### src/sbst_consts.svh
// Constant definitions for the boundary-scan test access port
`ifndef SBST_CONSTS_SVH
`define SBST_CONSTS_SVH
// ****************************************
// Instruction codes and widths
// ****************************************
`define SBST_IR_W         3
`define SBST_IR_EXTEST    3'h0
`define SBST_IR_IDCODE    3'h1
`define SBST_IR_SAMPLEZ   3'h2
`define SBST_IR_SAMPLE    3'h4
`define SBST_IR_BYPASS    3'h7
`define SBST_IR_CAPTURE   3'h1
`define SBST_ID_W         32
`define SBST_BSR_W        8
`define SBST_RST_HITS     3'h5
`endif

### src/sbst_pkg.sv
// Types shared by the boundary-scan test port
package sbst_pkg;
  // ****************************************
  // Controller states
  // ****************************************
  typedef enum logic [3:0] {
    ST_RESET, ST_IDLE, ST_SEL_DR, ST_CAP_DR, ST_SHF_DR, ST_EX1_DR, ST_PAU_DR, ST_EX2_DR, ST_UPD_DR,
    ST_SEL_IR, ST_CAP_IR, ST_SHF_IR, ST_EX1_IR, ST_PAU_IR, ST_EX2_IR, ST_UPD_IR
  } sbst_state_t;
endpackage : sbst_pkg

### src/sbst_sync_if.sv
// Interface carrying the synchronised pin levels and test-clock edges
`timescale 1ns/100ps
interface sbst_sync_if;
  logic tck_rise;
  logic tck_fall;
  logic tms;
  logic tdi;
  modport src (output tck_rise, output tck_fall, output tms, output tdi);
  modport dst (input tck_rise, input tck_fall, input tms, input tdi);
endinterface : sbst_sync_if

### src/sbst_pin_sync.sv
// Pin synchroniser and test-clock edge finder
`timescale 1ns/100ps
module sbst_pin_sync (
  input  wire logic I_CLOCK,
  input  wire logic I_SRST,
  input  wire logic i_tck,
  input  wire logic i_tms,
  input  wire logic i_tdi,
  sbst_sync_if.src  sync
);
  logic [1:0] tck_s_r;
  logic [1:0] tms_s_r;
  logic [1:0] tdi_s_r;
  logic       tck_d_r;
  // ****************************************
  // Two-stage synchronisers; only stage two is read
  // ****************************************
  always_ff @(posedge I_CLOCK) begin
    if (I_SRST) begin
      tck_s_r <= 2'h0;
      tms_s_r <= 2'h3;
      tdi_s_r <= 2'h3;
      tck_d_r <= 1'b0;
    end else begin
      tck_s_r <= {tck_s_r[0], i_tck};
      tms_s_r <= {tms_s_r[0], i_tms};
      tdi_s_r <= {tdi_s_r[0], i_tdi};
      tck_d_r <= tck_s_r[1];
    end
  end
  // Edge detection works off the second stage
  assign sync.tck_rise = tck_s_r[1] & ~tck_d_r;
  assign sync.tck_fall = ~tck_s_r[1] & tck_d_r;
  assign sync.tms      = tms_s_r[1];
  assign sync.tdi      = tdi_s_r[1];
endmodule : sbst_pin_sync

### src/sbst_tap.sv
// Boundary-scan test access port top module
`timescale 1ns/100ps
`include "sbst_consts.svh"
// Overview of operation
// - Inputs sampled on test-clock rise, serial output changes on test-clock fall.
// - Undriven mode-select reads as one; pull-up modelled by caller.
// - Only the register selected by current instruction sits between data pins.
// - Serial data enters the selected register at its MSB.
// - Serial output shows the selected register's LSB.
// - Data output enabled only in shift states, else high-impedance.
// - Controller follows sixteen-state diagram on each rising test-clock edge.
// - Power-up reset enters reset state and leaves memory undisturbed.
// - Holds controller, instruction, boundary, bypass and identification registers.
// - Test clock drives only test logic, independent of memory clock.
// - Five rising edges with mode-select high reset the test logic.
// - Three-bit instruction register loads identification code on reset.
// - Instruction capture loads binary 01 into two lowest bits.
// - One-bit bypass register cleared to zero on capture.
module sbst_tap
  import sbst_pkg::*;
#(
  parameter logic [31:0] ID_WORD = 32'h1234_5679, // Arbitrary identification value
  parameter int          BSR_W   = `SBST_BSR_W
) (
  input  wire logic             I_CLOCK,
  input  wire logic             I_SRST,
  input  wire logic             I_TCK,
  input  wire logic             I_TMS,
  input  wire logic             I_TDI,
  input  wire logic [BSR_W-1:0] I_PINS,
  output logic                  O_TDO,
  output logic                  O_TDO_OE,
  output logic [BSR_W-1:0]      O_PINS,
  output logic                  O_PINS_OE,
  output logic                  O_OUTBUS_HIZ
);
  // ****************************************
  // Elaboration check: the bus-drive cell needs at least one data cell below it
  // ****************************************
  if (BSR_W < 2) begin : g_bad_width
    $error("BSR_W must be at least 2");
  end
  sbst_sync_if sync ();
  // ****************************************
  // Pin synchroniser, runs on the single system clock
  // ****************************************
  sbst_pin_sync u_sync (
    .I_CLOCK (I_CLOCK),
    .I_SRST  (I_SRST),
    .i_tck   (I_TCK),
    .i_tms   (I_TMS),
    .i_tdi   (I_TDI),
    .sync    (sync.src)
  );
  sbst_state_t                state_r;
  sbst_state_t                state_nxt;
  logic [`SBST_IR_W-1:0]      ir_sh_r;
  logic [`SBST_IR_W-1:0]      ir_r;
  logic                       byp_r;
  logic [`SBST_ID_W-1:0]      id_r;
  logic [BSR_W-1:0]           bsr_r;
  logic [BSR_W-1:0]           bsr_upd_r;
  logic [2:0]                 tms_hits_r;
  logic                       tdo_r;
  logic                       tdo_oe_r;
  logic [BSR_W-1:0]           pins_s1_r;
  logic [BSR_W-1:0]           pins_s2_r;
  // ****************************************
  // Boundary pin synchroniser
  // ****************************************
  // The pins move with the memory's own clock, so two stages guard the
  // capture against a bit caught mid-transition; costs two cycles of latency
  always_ff @(posedge I_CLOCK) begin
    if (I_SRST) begin
      pins_s1_r <= '0;
      pins_s2_r <= '0;
    end else begin
      pins_s1_r <= I_PINS;
      pins_s2_r <= pins_s1_r; // Only stage two feeds the capture
    end
  end
  // ****************************************
  // Next-state decode of the sixteen-state diagram
  // ****************************************
  wire tms = sync.tms;
  always_comb begin
    case (state_r)
      ST_RESET:  state_nxt = tms ? ST_RESET  : ST_IDLE;
      ST_IDLE:   state_nxt = tms ? ST_SEL_DR : ST_IDLE;
      ST_SEL_DR: state_nxt = tms ? ST_SEL_IR : ST_CAP_DR;
      ST_CAP_DR: state_nxt = tms ? ST_EX1_DR : ST_SHF_DR;
      ST_SHF_DR: state_nxt = tms ? ST_EX1_DR : ST_SHF_DR;
      ST_EX1_DR: state_nxt = tms ? ST_UPD_DR : ST_PAU_DR;
      ST_PAU_DR: state_nxt = tms ? ST_EX2_DR : ST_PAU_DR;
      ST_EX2_DR: state_nxt = tms ? ST_UPD_DR : ST_SHF_DR;
      ST_UPD_DR: state_nxt = tms ? ST_SEL_DR : ST_IDLE;
      ST_SEL_IR: state_nxt = tms ? ST_RESET  : ST_CAP_IR;
      ST_CAP_IR: state_nxt = tms ? ST_EX1_IR : ST_SHF_IR;
      ST_SHF_IR: state_nxt = tms ? ST_EX1_IR : ST_SHF_IR;
      ST_EX1_IR: state_nxt = tms ? ST_UPD_IR : ST_PAU_IR;
      ST_PAU_IR: state_nxt = tms ? ST_EX2_IR : ST_PAU_IR;
      ST_EX2_IR: state_nxt = tms ? ST_UPD_IR : ST_SHF_IR;
      ST_UPD_IR: state_nxt = tms ? ST_SEL_DR : ST_IDLE;
      default:   state_nxt = ST_RESET;
    endcase
  end
  // ****************************************
  // Instruction decode and register selection
  // ****************************************
  wire sel_id   = (ir_r == `SBST_IR_IDCODE);
  wire sel_byp  = (ir_r == `SBST_IR_BYPASS) | (ir_r[2:1] == 2'h1 & ir_r[0]) |
                  (ir_r == 3'h5) | (ir_r == 3'h6); // Reserved codes act as bypass
  wire sel_bsr  = ~sel_id & ~sel_byp;
  wire rise     = sync.tck_rise;
  wire fall     = sync.tck_fall;
  wire in_shdr  = (state_r == ST_SHF_DR);
  wire in_shir  = (state_r == ST_SHF_IR);
  wire dr_bit   = sel_id ? id_r[0] : (sel_byp ? byp_r : bsr_r[0]);
  wire tdo_nxt  = in_shir ? ir_sh_r[0] : dr_bit;
  // ****************************************
  // State strobes; each is acted on only at a detected test-clock rise
  // ****************************************
  wire       in_reset  = (state_r == ST_RESET);
  wire       cap_ir    = (state_r == ST_CAP_IR);
  wire       cap_dr    = (state_r == ST_CAP_DR);
  wire       upd_ir    = (state_r == ST_UPD_IR);
  wire       upd_dr    = (state_r == ST_UPD_DR) & sel_bsr; // Only the boundary register has an update stage
  // Run of mode-select highs; saturates so a long run cannot wrap back to zero
  wire       hits_full = (tms_hits_r == `SBST_RST_HITS);
  wire [2:0] hits_nxt  = tms ? (hits_full ? tms_hits_r : tms_hits_r + 3'h1) : 3'h0;
  // The diagram already reaches reset by the fifth high; this forces it from any state
  wire       hit_last  = tms & (tms_hits_r == `SBST_RST_HITS - 3'h1);
  // ****************************************
  // Controller state; a five-edge mode-select run also forces reset
  // ****************************************
  always_ff @(posedge I_CLOCK) begin
    if (I_SRST) begin
      state_r    <= ST_RESET;
      tms_hits_r <= 3'h0;
    end else if (rise) begin
      tms_hits_r <= hits_nxt;
      // A forced reset wins over the diagram's own next state
      state_r    <= hit_last ? ST_RESET : state_nxt;
    end
  end
  // ****************************************
  // Instruction register: capture 01, shift in at MSB, update on exit
  // ****************************************
  always_ff @(posedge I_CLOCK) begin
    if (I_SRST) begin
      ir_sh_r <= `SBST_IR_IDCODE;
      ir_r    <= `SBST_IR_IDCODE;
    end else if (rise) begin
      if (in_reset) begin
        ir_r <= `SBST_IR_IDCODE;
      end
      // Fixed low pattern lets a tester check the serial path before shifting
      if (cap_ir) begin
        ir_sh_r <= {ir_sh_r[2], 2'h1};
      end else if (in_shir) begin
        ir_sh_r <= {sync.tdi, ir_sh_r[2:1]};
      end
      if (upd_ir) begin
        ir_r <= ir_sh_r;
      end
    end
  end
  // ****************************************
  // Data registers; only the selected one captures and shifts
  // ****************************************
  always_ff @(posedge I_CLOCK) begin
    if (I_SRST) begin
      byp_r     <= 1'b0;
      id_r      <= ID_WORD;
      bsr_r     <= '0;
      bsr_upd_r <= {1'b1, {(BSR_W-1){1'b0}}}; // Bus-drive bit preset high
    end else if (rise) begin
      if (in_reset) begin
        bsr_upd_r[BSR_W-1] <= 1'b1;
      end
      if (cap_dr) begin
        if (sel_byp) byp_r <= 1'b0;
        if (sel_id) id_r <= ID_WORD;
        if (sel_bsr) bsr_r <= pins_s2_r;
      end else if (in_shdr) begin
        if (sel_byp) byp_r <= sync.tdi;
        if (sel_id) id_r <= {sync.tdi, id_r[`SBST_ID_W-1:1]};
        if (sel_bsr) bsr_r <= {sync.tdi, bsr_r[BSR_W-1:1]};
      end
      if (upd_dr) begin
        bsr_upd_r <= bsr_r;
      end
    end
  end
  // ****************************************
  // Serial output, moved only on test-clock fall
  // ****************************************
  always_ff @(posedge I_CLOCK) begin
    if (I_SRST) begin
      tdo_r    <= 1'b0;
      tdo_oe_r <= 1'b0;
    end else if (fall) begin
      tdo_r    <= tdo_nxt;
      tdo_oe_r <= in_shdr | in_shir;
    end
  end
  // ****************************************
  // Pin outputs
  // ****************************************
  // Boundary outputs only drive under external test; SAMPLEZ floats the output bus, other codes leave memory alone
  wire extest = (ir_r == `SBST_IR_EXTEST);
  assign O_TDO        = tdo_r;
  assign O_TDO_OE     = tdo_oe_r;
  assign O_PINS       = bsr_upd_r;
  assign O_PINS_OE    = extest & bsr_upd_r[BSR_W-1];
  assign O_OUTBUS_HIZ = (ir_r == `SBST_IR_SAMPLEZ) | (extest & ~bsr_upd_r[BSR_W-1]);
endmodule : sbst_tap

### config.mk
export PLATFORM = sky130hd
export DESIGN_NAME = sbst_tap
export DESIGN_NICKNAME = d
export VERILOG_FILES = /design/src/sbst_pkg.sv /design/src/sbst_sync_if.sv /design/src/sbst_pin_sync.sv /design/src/sbst_tap.sv
export VERILOG_INCLUDE_DIRS = /design/src
export SDC_FILE = /design/constraint.sdc
export NUM_CORES = 1
export LEC_CHECK = 0
export ABC_AREA = 1
export BUFFER_PORTS_ARGS = -buffer_cell sky130_fd_sc_hd__buf_2
export CORE_MARGIN = 8
export CORE_UTILIZATION = 45
export CTS_BUF_LIST = sky130_fd_sc_hd__clkbuf_16
export CTS_CLUSTER_DIAMETER = 50
export DETAILED_ROUTE_END_ITERATION = 12
export PLACE_DENSITY = 0.72
export SLEW_MARGIN = 40
export SYNTH_ARGS = -nofsm -noshare
export SYNTH_HDL_FRONTEND = slang
export SYNTH_SLANG_ARGS = --single-unit
### constraint.sdc
create_clock -name I_CLOCK -period 1.8 [get_ports I_CLOCK]
set_input_delay 0.09 -clock I_CLOCK [delete_from_list [all_inputs] [get_ports I_CLOCK]]
set_output_delay 0.09 -clock I_CLOCK [all_outputs]
set_load 0.01 [all_outputs]
==> flow_summary.json <==
{
  "status": "finished clean",
  "wire_per_inst_microns": 12.02,
  "cts_setup_buffers": 0,
  "area_growth_syn_to_layout_pct": 17.95,
  "hp-start": "I_SRST",
  "relSlewSlack_pct": 70.63,
  "dr.first_iter.drc_count": 189,
  "p_total_w": 0.003926,
  "drt_wl_total_mm": 7.366,
  "critical_path.reg2reg.endpoint": "bsr_r[0]",
  "placementRows": 32,
  "syn_area_per_cell_sq_um": 7.430,
  "finalSetupTns_ns": 0,
  "cts-root-buf": "clkbuf_16",
  "hold_class": "primary input to register",
  "synth_cell_type_count": 29,
  "fmax_mhz": 618.4,
  "finalCriticalPeriod_ns": 1.617,
  "gp_congestion": 0.9903,
  "port_buffers": 24,
  "rsz0062_at_grt": "false",
  "setup_viol": 0,
  "die_h_microns": 104.3,
  "switchingPower_w": 0.0008464,
  "dpl_cell_area_sq_um": 3725,
  "cap_violations": 0,
  "synth_area_sq_um": 3507,
  "period_share_pct": 89.83,
  "dr.pass1.iters": 4,
  "rr_startpoint": "state_r[2]",
  "cp_common_cell": "nand2_2",
  "vias_per_cell": 5.011,
  "hold-path-cell-count": 3,
  "hold_end": "ir_r[0]",
  "route.detailed.drc": 0,
  "yosysSeqAreaShare_pct": 49.66,
  "worst_slew_pin_slew_ns": 0.4406,
  "fillerInstances": 691,
  "grt_max_degree": 47,
  "cp_max_fo": 10,
  "end_kind": "register",
  "final_nets": 522,
  "cts_max_level": 3,
  "internal_power_w": 0.003079,
  "drive_above_1_share_pct": 13.31,
  "hpwlAfterDp_mm": 4.777,
  "clockPowerShare_pct": 46.8,
  "syn_inst": 472,
  "finish.instance_area_sq_um": 4136,
  "clk_latency_ns": 0.34,
  "grt_use_total_pct": 13.82,
  "cts_tree": "built",
  "core_area_sq_um": 7647,
  "p_sw_share_pct": 21.56,
  "p_per_area_nw_per_um2": 949.0,
  "worstPathArrival_ns": 1.84,
  "crit_type": "register to register",
  "ys_ff_latch": 87,
  "clock-sinks": 87,
  "p_seq_share_pct": 50.1,
  "hold_slack_ns": 0.1500,
  "slowest_delay_ns": 0.43,
  "die_w_microns": 104.3,
  "slowest_stage": "dfxtp_1",
  "grt_pass1_vias": 2898,
  "combPwrFrac_pct": 3.1,
  "pin_count": 25,
  "finClkSkew_ns": 0.006870,
  "grt_first_pass_wirelength_mm": 12.57,
  "cts_buffers": 9,
  "diodes": 0,
  "reg2reg_depth": 8,
  "vias": 3072,
  "fin_cells": 613,
  "grt-ovfl-total": 0,
  "p_leak_nw": 1.701,
  "dp.cells": 586,
  "final_cell_mix": "nand2_1, dfxtp_1, a21oi_1, inv_1, nand3_1",
  "hold_viol_final": 0,
  "synth_warnings": 0,
  "crit_required_ns": 2.03,
  "die-area_sq_um": 10870,
  "startpoint": "state_r[2]",
  "clockBufferDepth": 2,
  "start_kind": "register",
  "final_common_cell": "nand2_1",
  "slew_viol_final": 0,
  "vdd_drop_max_v": 0.0006366,
  "synth.net_count": 488,
  "path_cells": "inv_1 > nor2_2 > nand2_2 > a21oi_2 > buf_4 > nand2_2 > o21ai_0 > a21oi_1",
  "start_util_pct": 45.86,
  "antenna_found_initial": 0,
  "rrSetupSlack_ns": 0.18,
  "drt.antenna.violating_nets": 0,
  "path_clk_slew_ns": 0.06
}
## Yosys cell counts
cell type | number | area share (%)
o31ai_1 | 1 | 0.21
buf_2 | 4 | 0.57
buf_6 | 3 | 0.96
clkinv_4 | 1 | 0.25
o21bai_1 | 1 | 0.21
nand3b_1 | 1 | 0.21
nand2_4 | 1 | 0.32
o21ai_0 | 23 | 3.3
nand3_1 | 41 | 5.9
buf_1 | 1 | 0.11
nor2_2 | 3 | 0.54
clkbuf_1 | 12 | 1.3
nand2_2 | 4 | 0.71
a211oi_1 | 2 | 0.43
nor3_1 | 2 | 0.29
a21oi_1 | 67 | 9.6
dfxtp_1 | 87 | 50
nand2_1 | 120 | 13
or2_2 | 4 | 0.71
buf_4 | 3 | 0.64
inv_2 | 2 | 0.21
o221ai_1 | 1 | 0.25
o211ai_1 | 2 | 0.43
a21oi_2 | 2 | 0.50
nor2_1 | 34 | 3.6
nand4_1 | 2 | 0.36
ha_1 | 3 | 1.1
inv_1 | 44 | 4.7
o22ai_1 | 1 | 0.18
## power groups by stage
| stage | Clock [W] | Sequential [W] | Combinational [W] |
|---|---|---|---|
| 6_report | 0.00184 | 0.00197 | 0.000123 |
| 4_1_cts | 0.00188 | 0.00197 | 0.000123 |
| 3_5_place_dp | 0 | 0.00201 | 0.000105 |
| 3_3_place_gp | 0 | 0.00201 | 0.000102 |
| 2_1_floorplan | 0 | 0.00201 | 0.0000704 |
| 5_1_grt | 0.00196 | 0.00197 | 0.000139 |
## flip-flops by register name, summed over array words and instances, names as in the netlist
register	cells
id_r	32
O_PINS	8
bsr_r	8
pins_s1_r	8
pins_s2_r	8
state_r	4
ir_r	3
ir_sh_r	3
tms_hits_r	3
u_sync.tck_s_r	2
u_sync.tdi_s_r	2
u_sync.tms_s_r	2
O_TDO	1
O_TDO_OE	1
byp_r	1
u_sync.tck_d_r	1
## cell type report
cell class / count / area (sq um) / area share, %
flip-flops and latches: 87 / 1742 / 42.11
multi-input cells: 315 / 1459 / 35.27
repair buffers: 46 / 325.3 / 7.864
clock buffers: 9 / 225.2 / 5.445
inverters: 47 / 183.9 / 4.446
well taps: 102 / 127.6 / 3.085
clock inverters: 7 / 73.82 / 1.785
## how the worst max path moves through the flow
| stage | endpoint | slack (ns) | depth (start not counted) |
|---|---|---|---|
| 3_5_place_dp | bsr_r[2] | 0.17 | 9 |
| 5_1_grt | bsr_r[0] | 0.02 | 8 |
| 3_3_place_gp | bsr_r[0] | 0.22 | 8 |
| 6_report | bsr_r[0] | 0.18 | 8 |
| 2_1_floorplan | bsr_r[0] | 0.40 | 8 |
| 4_1_cts | bsr_r[3] | 0.11 | 9 |
## repair_timing
item | CTS | global route
setup endpoints to repair | 0 | 6
resized for setup | 0 | 2
hold buffers | 11 | 0
endpoints found under the hold margin | 11 | 0
## metal layers
layer / vias up / routed length (microns) / global-route usage (%)
li1: 1594 / - / -
met3: 13 / 331 / 3.965
met4: 0 / 120 / 7.239
met1: 1402 / 3432 / 15.90
met5: - / 0 / 0
met2: 63 / 3482 / 22.72
## critical path: cells and delay by family (launching register included)
kind | cells | cell delay, ns
compound gates | 3 | 0.39
buf+inv | 2 | 0.29
simple gates | 3 | 0.39
flops | 1 | 0.43
## through the flow
stage          worst slack [ns]  utilization [%]
3_3_place_gp             0.2240            48.71
5_1_grt                 0.01601            54.09
3_5_place_dp             0.1729            48.71
4_1_cts                  0.1063            54.06
6_report                 0.1830            54.09
2_1_floorplan            0.4013                -
## logic make-up (layout without fill, tap and decap cells)
logic type | Yosys count | in the layout | synth area share, %
AND/OR/NAND/NOR | 212 | 212 | 25.47
AO/OA/AOI/OAI | 100 | 100 | 15.06
flip-flops | 87 | 87 | 49.66
buffers and inverters | 70 | 109 | 8.741
adder cells (fa/ha/maj) | 3 | 3 | 1.070
No activity file was read; power rests on OpenSTA's default activity.
